$ cat src/hw/umr_pkg.sv
package umr_pkg;
  // ==========================================================
  // Register map
  localparam logic [7:0] UMR_OFS_REQ_CTRL = 8'h68;
  localparam logic [7:0] UMR_OFS_PHY_TUNE = 8'h6c;
  // ==========================================================
  // Field positions
  localparam int UMR_PACE_LSB = 27;
  localparam int UMR_FRAG_LSB = 30;
  localparam int UMR_DET_LSB = 0;
  localparam int UMR_EQ_LSB = 3;
  localparam int UMR_CDR_EN_BIT = 7;
  localparam int UMR_CDR_GAIN_LSB = 8;
  localparam int UMR_SIGDET_LSB = 10;
  localparam int UMR_CRF_LSB = 12;
  localparam int UMR_DEOFS_MRG_BIT = 14;
  localparam int UMR_DEOFS_NRM_BIT = 15;
  localparam int UMR_BOFS_NRM_BIT = 16;
  localparam int UMR_BOFS_MRG_BIT = 17;
  localparam int UMR_DE_BASE_LSB = 18;
  localparam int UMR_LVL_BASE_LSB = 23;
  localparam int UMR_DRIVE_LSB = 28;
  // ==========================================================
  // Writable masks and reset values
  localparam logic [31:0] UMR_REQ_WMASK = 32'hf800_0000;
  localparam logic [31:0] UMR_PHY_WMASK = 32'h7fff_ffff;
  localparam logic [2:0] UMR_PACE_RST = 3'h7;
  localparam logic [1:0] UMR_FRAG_RST = 2'h2;
  localparam logic [31:0] UMR_REQ_RST = 32'hb800_0000;
  localparam logic [31:0] UMR_PHY_RST = 32'h09b4_3612;
  // ==========================================================
  // Timing
  localparam int UMR_CLK_HZ = 10_000_000;
  localparam int UMR_DET_NS_0 = 1000;
  localparam int UMR_DET_NS_1 = 2000;
  localparam int UMR_DET_NS_2 = 4000;
  localparam int UMR_DET_NS_3 = 5000;
  localparam int UMR_DET_NS_4 = 10000;
  localparam int UMR_DET_NS_5 = 20000;
  localparam int UMR_DET_NS_6 = 40000;
  localparam int UMR_DET_NS_7 = 50000;
  localparam int UMR_NS_PER_CYC = 1_000_000_000 / UMR_CLK_HZ;
  localparam int UMR_DET_CW = 10;
endpackage

$ cat src/hw/umr_det_timer.sv
`timescale 1ns/1ns
// Waits the selected delay after start, then pulses sample
module umr_det_timer (
  // Clock and reset
  input wire logic sys_clk_in,
  input wire logic reset_n_in,
  // Control
  input wire logic start_in,
  input wire logic [2:0] sel_in,
  // Result
  output logic busy_out,
  output logic sample_out
);
  import umr_pkg::*;

  // Delay in clock cycles for a code, rounded up
  function automatic logic [UMR_DET_CW-1:0] det_cycles(
      input logic [2:0] code);
    int ns;
    case (code)
      3'h0: ns = UMR_DET_NS_0;
      3'h1: ns = UMR_DET_NS_1;
      3'h2: ns = UMR_DET_NS_2;
      3'h3: ns = UMR_DET_NS_3;
      3'h4: ns = UMR_DET_NS_4;
      3'h5: ns = UMR_DET_NS_5;
      3'h6: ns = UMR_DET_NS_6;
      default: ns = UMR_DET_NS_7;
    endcase
    det_cycles = UMR_DET_CW'((ns + UMR_NS_PER_CYC - 1) / UMR_NS_PER_CYC);
  endfunction

  logic [UMR_DET_CW-1:0] cnt_r;

  // Count down; delay is latched at start
  always_ff @(posedge sys_clk_in) begin
    if (!reset_n_in) begin
      cnt_r <= '0;
      busy_out <= 1'b0;
      sample_out <= 1'b0;
    end else begin
      sample_out <= 1'b0;
      if (start_in && !busy_out) begin
        cnt_r <= det_cycles(sel_in);
        busy_out <= 1'b1;
      end else if (busy_out) begin
        if (cnt_r == UMR_DET_CW'(1)) begin
          busy_out <= 1'b0;
          sample_out <= 1'b1;
        end
        cnt_r <= cnt_r - UMR_DET_CW'(1);
      end
    end
  end
endmodule

$ cat src/hw/umr_top.sv
`timescale 1ns/1ns
module umr_top (
  // Clock and reset
  input wire logic sys_clk_in,
  input wire logic reset_n_in,
  // Wishbone slave
  input wire logic wb_cyc_in,
  input wire logic wb_stb_in,
  input wire logic wb_we_in,
  input wire logic [7:0] wb_adr_in,
  input wire logic [3:0] wb_sel_in,
  input wire logic [31:0] wb_dat_in,
  output logic [31:0] wb_dat_out,
  output logic wb_ack_out,
  // Read channel pacing
  input wire logic rd_issue_in,
  input wire logic [7:0] rd_quanta_in,
  input wire logic rd_quantum_rcvd_in,
  output logic rd_next_ok_out,
  // Write fragmenting
  output logic [7:0] wr_frag_bytes_out,
  // Receiver detect
  input wire logic det_start_in,
  output logic det_busy_out,
  output logic det_sample_out,
  // PHY settings
  output logic [2:0] eq_stage_en_out,
  output logic cdr_2nd_en_out,
  output logic [1:0] cdr_gain_out,
  output logic [1:0] sigdet_lvl_out,
  output logic [1:0] crf_thresh_out,
  output logic [3:0] ofs_en_out,
  output logic [4:0] de_base_out,
  output logic [4:0] lvl_base_out,
  output logic [2:0] drive_lvl_out,
  output logic drive_rsvd_out
);
  import umr_pkg::*;

  // ==========================================================
  // Register bus
  logic [31:0] req_r;
  logic [31:0] phy_r;
  logic acc;
  logic hit_req;
  logic hit_phy;

  assign acc = wb_cyc_in && wb_stb_in && !wb_ack_out;
  assign hit_req = wb_adr_in == UMR_OFS_REQ_CTRL;
  assign hit_phy = wb_adr_in == UMR_OFS_PHY_TUNE;

  // Merge write data by byte lanes within writable bits
  function automatic logic [31:0] merge(input logic [31:0] old,
      input logic [31:0] wmask);
    logic [31:0] bm;
    bm = {{8{wb_sel_in[3]}}, {8{wb_sel_in[2]}},
          {8{wb_sel_in[1]}}, {8{wb_sel_in[0]}}} & wmask;
    merge = (old & ~bm) | (wb_dat_in & bm);
  endfunction

  // Acknowledge one cycle after request, drop next cycle
  always_ff @(posedge sys_clk_in) begin
    if (!reset_n_in) begin
      wb_ack_out <= 1'b0;
    end else begin
      wb_ack_out <= acc;
    end
  end

  // Register storage
  always_ff @(posedge sys_clk_in) begin
    if (!reset_n_in) begin
      req_r <= UMR_REQ_RST;
      phy_r <= UMR_PHY_RST;
    end else if (acc && wb_we_in) begin
      if (hit_req) begin
        req_r <= merge(req_r, UMR_REQ_WMASK);
      end
      if (hit_phy) begin
        phy_r <= merge(phy_r, UMR_PHY_WMASK);
      end
    end
  end

  // Read data; unmapped reads zero
  always_ff @(posedge sys_clk_in) begin
    if (!reset_n_in) begin
      wb_dat_out <= 32'h0000_0000;
    end else if (acc && !wb_we_in) begin
      if (hit_req) begin
        wb_dat_out <= req_r & UMR_REQ_WMASK;
      end else if (hit_phy) begin
        wb_dat_out <= phy_r & UMR_PHY_WMASK;
      end else begin
        wb_dat_out <= 32'h0000_0000;
      end
    end
  end

  // ==========================================================
  // Read request pacing
  logic [2:0] pace;
  logic [7:0] left_r;
  logic [7:0] thresh;

  assign pace = req_r[UMR_PACE_LSB +: 3];

  // Quanta allowed outstanding before next request
  always_comb begin
    case (pace)
      3'h0: thresh = 8'h00;
      3'h1: thresh = 8'h01;
      3'h2: thresh = 8'h02;
      3'h3: thresh = 8'h04;
      default: thresh = 8'h08;
    endcase
  end

  // Track quanta still outstanding for previous request
  always_ff @(posedge sys_clk_in) begin
    if (!reset_n_in) begin
      left_r <= 8'h00;
    end else if (rd_issue_in && rd_next_ok_out) begin
      left_r <= rd_quanta_in;
    end else if (rd_quantum_rcvd_in && left_r != 8'h00) begin
      left_r <= left_r - 8'h01;
    end
  end

  assign rd_next_ok_out = left_r <= thresh;

  // ==========================================================
  // Write fragment boundary
  always_comb begin
    case (req_r[UMR_FRAG_LSB +: 2])
      2'h0: wr_frag_bytes_out = 8'h20;
      2'h1: wr_frag_bytes_out = 8'h40;
      default: wr_frag_bytes_out = 8'h80;
    endcase
  end

  // ==========================================================
  // Receiver detect delay
  umr_det_timer u_det (
    .sys_clk_in(sys_clk_in),
    .reset_n_in(reset_n_in),
    .start_in(det_start_in),
    .sel_in(phy_r[UMR_DET_LSB +: 3]),
    .busy_out(det_busy_out),
    .sample_out(det_sample_out)
  );

  // ==========================================================
  // PHY settings straight from register
  assign eq_stage_en_out = phy_r[UMR_EQ_LSB +: 3];
  assign cdr_2nd_en_out = phy_r[UMR_CDR_EN_BIT];
  assign cdr_gain_out = phy_r[UMR_CDR_GAIN_LSB +: 2];
  assign sigdet_lvl_out = phy_r[UMR_SIGDET_LSB +: 2];
  assign crf_thresh_out = phy_r[UMR_CRF_LSB +: 2];
  assign ofs_en_out = {phy_r[UMR_BOFS_MRG_BIT], phy_r[UMR_BOFS_NRM_BIT],
                       phy_r[UMR_DEOFS_NRM_BIT], phy_r[UMR_DEOFS_MRG_BIT]};
  assign de_base_out = phy_r[UMR_DE_BASE_LSB +: 5];
  assign lvl_base_out = phy_r[UMR_LVL_BASE_LSB +: 5];
  assign drive_lvl_out = phy_r[UMR_DRIVE_LSB +: 3];
  // Reserved margin codes flagged
  assign drive_rsvd_out = phy_r[UMR_DRIVE_LSB +: 3] > 3'h4;
endmodule
$ cat config.mk
export PLATFORM = sky130hd
export DESIGN_NAME = umr_top
export DESIGN_NICKNAME = d
export VERILOG_FILES = /design/src/hw/umr_pkg.sv /design/src/hw/umr_det_timer.sv /design/src/hw/umr_top.sv
export SDC_FILE = /design/constraint.sdc
export NUM_CORES = 1
export LEC_CHECK = 0
export BUFFER_PORTS_ARGS = -buffer_cell sky130_fd_sc_hd__buf_4
export CAP_MARGIN = 5
export CORE_ASPECT_RATIO = 1.1
export CORE_MARGIN = 2
export CORE_UTILIZATION = 45
export CTS_CLUSTER_SIZE = 28
export DETAILED_ROUTE_END_ITERATION = 10
export HOLD_SLACK_MARGIN = 0.05
export PLACE_DENSITY = 0.78
export SYNTH_ARGS = -nofsm -noshare
export SYNTH_HDL_FRONTEND = slang
export SYNTH_HIERARCHICAL = 1
export SYNTH_SLANG_ARGS = --single-unit
$ cat constraint.sdc
create_clock -name sys_clk_in -period 13.94 [get_ports sys_clk_in]
set_clock_uncertainty 0.15 [all_clocks]
set_input_delay 0.697 -clock sys_clk_in [delete_from_list [all_inputs] [get_ports sys_clk_in]]
set_output_delay 0.697 -clock sys_clk_in [all_outputs]
set_load 0.1 [all_outputs]
[Yosys cells after proc, flatten, opt, wreduce, memory -nomap -nowiden]
Cells that the tools add are included.
W data, S select, Z words.
Word-level totals
  register bits: 117
  input bits: 60
  output and inout port bits: 72
  word-level logic and storage cells: 72
Cells by class
  add/subtract/negate cells: 4
  divide/modulo/power cells: 1
  $lt $le $gt $ge: 2
  eq/ne operators: 13
  muxes and demuxes: 15
  bitwise logic cells: 10
  reduce and logical (&&, ||, !) cells: 19
Operator list (count)
  $pmux W16 S7: 1
  $and A32 B32 Y32: 3
  $mux W32: 3
  $or A32 B32 Y32: 2
  $add A32 B8 Y32 const B: 1
  $and A32 B31 Y32: 1
  $div A32 B8 Y32 const B: 1
  $not A31 Y32: 1
  $not A32 Y32: 1
  $sub A32 B2 Y32 const B: 1
  $mux W31: 1
  $mux W10: 2
  $eq A8 B7 Y1 const B: 2
  $mux W8: 2
  $pmux W4 S4: 1
  $pmux W8 S2: 1
  $eq A3 B2 Y1 const B: 4
  $eq A10 B1 Y1 const B: 1
  $sub A10 B1 Y10 const B: 1
  $eq A3 B3 Y1 const B: 3
  $le A8 B8 Y1: 1
  $reduce_bool A8 Y1: 1
  $sub A8 B1 Y8 const B: 1
  $logic_and A1 B1 Y1: 7
  11 further kinds: 21

[Depth between registers and ports, before layout]
Gate-level depths: netlist of run 1.
  depth after elaboration: 8
  gate-level depth with buffers: 24
  depth with buffers taken out: 22

[Cells and area by module]
The synthesis of run 1 kept the hierarchy.
By module, submodules not included
  umr_top: times used 1, cells each 386, area each 3463.3 µm², sequential area each 1541.5 µm²
  umr_det_timer: times used 1, cells each 251, area each 1727.9 µm², sequential area each 240.2 µm²

[Least setup slack after synthesis of run 1]
No wires, ideal clock.
  path type: flip-flop to flip-flop
  start point: register with a tool-made name
  end point: register u_det.cnt_r[0]
  library setup time: 60 ps
  data arrival time: 5065 ps
  data required time: 13730 ps
  path slack: 8665 ps
  stages on the path, launching flop included: 24
  path buffers: 3
  clock period less this slack: 5275 ps
  path through: dfxtp_1 > clkbuf_1 > clkbuf_1 > nand2b_1 > nand2_1 > ha_1 > nand3b_1 > and3b_4 > or2_0 > buf_2 > o311a_1 > a2111o_1 > nand3_1 > inv_1 > ha_1 > nor3_1 > nor3b_1 > a21oi_1 > a21oi_1 > xnor2_1 > ha_1 > or3_1 > a221oi_2 > o221a_1
RTL lines
  to (signal assigned): RTL line umr_det_timer.sv:44  | cnt_r <= det_cycles(sel_in);
  to (signal assigned): RTL line umr_det_timer.sv:51  | cnt_r <= cnt_r - UMR_DET_CW'(1);
  to (decl): RTL line umr_det_timer.sv:33  | logic [UMR_DET_CW-1:0] cnt_r;

==> results of run 1 <==
-- routing by layer --
metal  up-vias  track usage (%)  wire length (µm)
met5         -                0                 0
met2       191             39.5              6830
li1       2404                -                 -
met1      2317             25.5              5630
met3        29             5.08               964
met4         0             9.82               295
-- through the flow --
stage / instance area [µm²] / util (%) / hold slack [ps] / std cells
6_report: 6320 / 55.8 / 325 / 867
5_1_grt: 6320 / 55.8 / 347 / 867
4_1_cts: 6320 / 55.8 / 330 / 867
3_5_place_dp: 6000 / 53.0 / 319 / 854
3_3_place_gp: 6000 / 53.0 / 314 / 854
2_1_floorplan: 5210 / - / 295 / 641
-- worst max-delay path: stages, from the launching register on --
cell and delay (ps):
dfxtp_1 990, nor2_1 120, a21oi_1 450, inv_1 180
ha_1 210, nand3b_1 190, a21boi_1 380, or2_0 360
a31oi_1 290, a2111o_1 500, nand3_1 140, inv_1 80
ha_1 210, nor3_1 270, nor3b_1 300, a21oi_1 140
a21oi_1 340, xnor2_1 160, ha_1 260, or3_1 400
a221oi_2 250, o221a_1 200
-- final timing paths --
| check | start | endpoint | slack [ps] | depth (start not counted) |
|---|---|---|---|---|
| max reg2reg | register | u_det/cnt_r[0] | 7290 | 21 |
| min | register | register | 320 | 2 |
| min reg2reg | register | register | 320 | 2 |
| max | register | u_det/cnt_r[0] | 7290 | 21 |
-- power by group through the flow --
stage | sequential [mW] | combinational [mW] | clock (mW)
2_1_floorplan | 0.291 | 0.148 | 0
3_3_place_gp | 0.292 | 0.182 | 0
3_5_place_dp | 0.293 | 0.188 | 0
4_1_cts | 0.289 | 0.190 | 0.271
5_1_grt | 0.291 | 0.208 | 0.279
6_report | 0.289 | 0.192 | 0.267
-- placed cells by master (no fill, tap or decap), drive strengths merged, types with 10 or more instances in the layout --
cell type	count
a31oi	10
nor2b	47
inv	18
dfxtp	89
nand2	71
a21oi	24
o21ai	32
nor3	12
nor2	29
ha	16
mux2i	13
buf	131
nand3	52
a22oi	32
-- cell families after synthesis --
kind of cell,count (synthesis),synth area share [%]
other cells,1,0.0722
compound gates,155,20.9
flops,89,34.3
mux,16,3.16
simple gates,263,27.2
xor+xnor,11,1.86
buf+inv,86,8.68
fa+ha+maj,16,3.86
-- cell type report --
class	instances	share of cell area, %
Timing Repair Buffer	131	15.6
Inverter	18	1.07
Multi-Input combinational cell	466	47.2
Tap cell	150	2.97
Clock buffer	9	3.56
Sequential cell	89	28.2
Clock inverter	4	1.50
==> run metrics, run 1 <==
status=completed; most frequent cells after synthesis=dfxtp_1, nand2_1, nand3_1; initial antenna violation count=0; CTS max path bufs=2; min-delay worst type=reg2reg; critical path arrival=6790 ps; post-CTS setup buffers=0; register area=1780 µm²; DR iter-0 viols=295; Int Power=516 µW; fillers=969; setup ws final=7290 ps; # resized after CTS=0; switching power=232 µW; H-tree levels=3; Post-Place Worst Slack=7590 ps; Max FO, Critical Path=34; flops & latches, synth=89; # DRC=0; register area share after synthesis=34.3%; pin count of the biggest net entering global routing=99; die footprint=12400 µm²; cell taking the most area after synthesis=dfxtp_1; clock sinks=89; Avg Synthesized Cell Area=8.15 µm²; power per cell area=118 nW/µm²; Synth Cell Area=5190 µm²; dpl hpwl=9790 µm; post-synth top area share=34.3%; drt via density=5.70; Clock power frac=35.7%; Top FF cell, synth=dfxtp_1; post-synthesis instance total=637; CTS root buf=clkbuf_16; most numerous cell in the Yosys netlist=dfxtp_1; Worst Setup Start Kind=register; asr flop ratio synth=0%; worst-skew pair later-pin latency=340 ps; EDFF count, synth=0; unrepaired setup endpoints after global routing=false; GRT overflow=0; Worst EP required=14080 ps; sequential power share=38.7%; routed wire length=13700 µm; max-slew violation count=0; via count=4941; drt first pass iters=5; Clock transition at path regs=60 ps; total power=748 µW; Row Count=41; Slew @ Worst Pin=1020 ps; CP endpoint kind=register; area grow syn2layout=21.8%; max-cap violation count=0; Setup CP Type=reg2reg; Routed Antenna Nets=0; area of the multi-input gates=2980 µm²; CTS tree=yes; ranking of synthesized cells by area=dfxtp_1, nor2b_1, nand2_1; starting density of the core=45.8%; # IOs=132; Die H=117 µm; CTS Hold Buffers Added=0; drt wl/cell=15.8 µm; crit path time final=6650 ps; Netlist cell types=76; Max-slew headroom=32.1%; ANT cells=0; Logic pwr share=25.6%; Fmax=150 MHz; I/O Buffers=126; DIE WIDTH=106 µm; clock buffer count from CTS=9; Post-layout nets=791; Syn. warnings=6; vias in the first global route=4780; setup TNS=0 ps; GR Util All Layers=22.2%; global-route wire length before repair=22300 µm; Sw Share=31.0%; endpoints failing setup=0; Worst IR Drop VDD=0.0681 mV; final worst path period share=47.7%; GPL Wtd Cong=0.926; leakage power=2.64 nW; Fin. Hold Viols=0; fraction of layout instances using a drive strength above 1=22.7%; Core Area=11300 µm²
(Power assumes the default switching activity.)
==> run 2, diff against run 1 <==
==> constraint.sdc (replaced) <==
create_clock -name sys_clk_in -period 6.86 [get_ports sys_clk_in]
set_clock_uncertainty 0.15 [all_clocks]
set_input_delay 0.343 -clock sys_clk_in [delete_from_list [all_inputs] [get_ports sys_clk_in]]
set_output_delay 0.343 -clock sys_clk_in [all_outputs]
set_load 0.1 [all_outputs]
==> run metrics, run 2 (synthesized netlist as in run 1, its figures left out) <==
commonest non-fill, non-tap cell in the layout=buf_4; Area after DPL=6010 µm² (+0.12%); hold path cells=3 (+1); leakage power=2.65 nW (+0.41%); Routed Antenna Nets=0 (unchanged); Die H=117 µm (unchanged); GPL Wtd Cong=0.942 (+1.7%); area grow syn2layout=22.1%; Slew @ Worst Pin=869 ps (-148 ps); Row Count=41 (unchanged); worst-skew pair later-pin latency=340 ps (about the same); Post-Layout Inst Area=6340 µm² (+0.28%); # IOs=132 (unchanged); drt first pass iters=5 (unchanged); status=completed; ANT cells=0 (unchanged); Fin. Hold Viols=0 (unchanged); clock sinks=89 (unchanged); CTS tree=yes; Reg2Reg Capture Point=u_det/cnt_r[0]; Hold Startpoint=wb_dat_in[31]; via count=5024 (+1.7%); dpl hpwl=10100 µm (+3.0%); Max FO, Critical Path=14 (-59%); Final Util=55.9% (+0.15 points); # resized after CTS=0 (unchanged); fraction of layout instances using a drive strength above 1=23.2% (+0.43 points); Logic pwr share=25.6% (about the same); clock buffer count from CTS=9 (unchanged); vias in the first global route=4620 (-3.3%); global-route wire length before repair=22200 µm (-0.49%); endpoints failing setup=0 (unchanged); post-CTS setup buffers=0 (unchanged); unrepaired setup endpoints after global routing=false; DIE WIDTH=106 µm (unchanged); DR iter-0 viols=393 (+33%); fillers=985 (+1.7%); CTS root buf=clkbuf_16; power per cell area=238 nW/µm² (+100%); Max-slew headroom=42.1% (+10 points); GR Util All Layers=22.1% (-0.071 points); I/O Buffers=126 (unchanged); Fmax=167 MHz (+11%); drt wl/cell=15.9 µm (+0.40%); Clock transition at path regs=70 ps (about the same); H-tree levels=3 (unchanged); hold_ws=69.1 ps (-256 ps); routed wire length=13800 µm (+0.87%); min-delay worst type=in2reg; crit path time final=6000 ps (-653 ps); Sw Share=31.7% (+0.76 points); initial antenna violation count=0 (unchanged); max-cap violation count=0 (unchanged); max-slew violation count=0 (unchanged); Worst IR Drop VDD=0.136 mV (+99%); Setup CP Type=reg2reg; drt via density=5.77 (+1.2%); CP endpoint kind=register; switching power=479 µW (+110%); R2R Setup Slk=860 ps (-6430 ps); FF-to-FF path depth=21 (unchanged); # DRC=0 (unchanged); sequential power share=38.9% (+0.2 points); final worst path period share=87.5% (+40 points); critical path arrival=6140 ps (-650 ps); Post-layout nets=792 (+0.13%); CTS Hold Buffers Added=0 (unchanged); die footprint=12400 µm² (unchanged); pin count of the biggest net entering global routing=99 (unchanged); Clock power frac=35.5% (-0.2 points); Worst EP required=7000 ps (-7080 ps); Core Area=11300 µm² (unchanged); setup TNS=0 ps (unchanged); Worst Setup Start Kind=register; Int Power=1.03 mW (+99%); GRT overflow=0 (unchanged); commonest non-fill, non-tap cells in the layout=buf_4, dfxtp_1, nand2_1; CTS max path bufs=2 (unchanged); starting density of the core=45.8% (unchanged)
[run 2: critical path: stages (launching register included)]
cell and delay [ps]:
dfxtp_1 560, nor2_1 120, a21oi_1 390, inv_1 170, ha_1 210, nand3b_1 200
a21boi_1 390, or2_0 330, a31oi_1 260, a2111o_1 490, nand3_1 160, inv_1 70
ha_1 210, nor3_1 300, nor3b_1 240, a21oi_1 130, a21oi_1 320, xnor2_1 150
ha_1 240, or3_1 390, a221oi_2 260, o221a_1 210
[run 2: how the worst max path moves through the flow]
stage,to,slack (ps),cells past startpoint
finish,u_det/cnt_r[0],860,21
detailed placement,u_det/cnt_r[0],1000,21
floorplan,u_det/cnt_r[0],1580,23
global placement,u_det/cnt_r[0],1310,21
global route,u_det/cnt_r[0],310,22
CTS,u_det/cnt_r[0],1000,21
[run 2: layout make-up]
class	instances	area (µm²)	share of cell area [%]
multi-input cells	466	2980	47.0
repair buffers	132	991	15.6
flip-flops and latches	89	1780	28.1
clock buffers	10	239	3.77
inverters	18	67.6	1.07
well taps	150	188	2.96
clock inverters	6	91.3	1.44
[run 2: layer usage]
metal | vias to the layer above | track usage, % | wire length (µm)
met5 | - | 0 | 0
met4 | 0 | 8.33 | 251
met3 | 22 | 4.69 | 953
met2 | 211 | 38.7 | 6880
met1 | 2364 | 26.8 | 5750
li1 | 2427 | - | -
[run 2: power groups by stage]
stage | clock network (mW) | logic [mW] | registers, mW
final | 0.535 | 0.386 | 0.587
after global routing | 0.564 | 0.419 | 0.589
after CTS | 0.543 | 0.385 | 0.585
after detailed placement | 0 | 0.382 | 0.596
after global placement | 0 | 0.372 | 0.594
after floorplan | 0 | 0.301 | 0.592
[run 2: through the flow]
step	instances	total power [mW]	setup WS (ps)
after global routing	871	1.57	311
after CTS	871	1.51	999
after detailed placement	855	0.979	999
after global placement	855	0.966	1310
final	871	1.51	860
after floorplan	641	0.894	1580
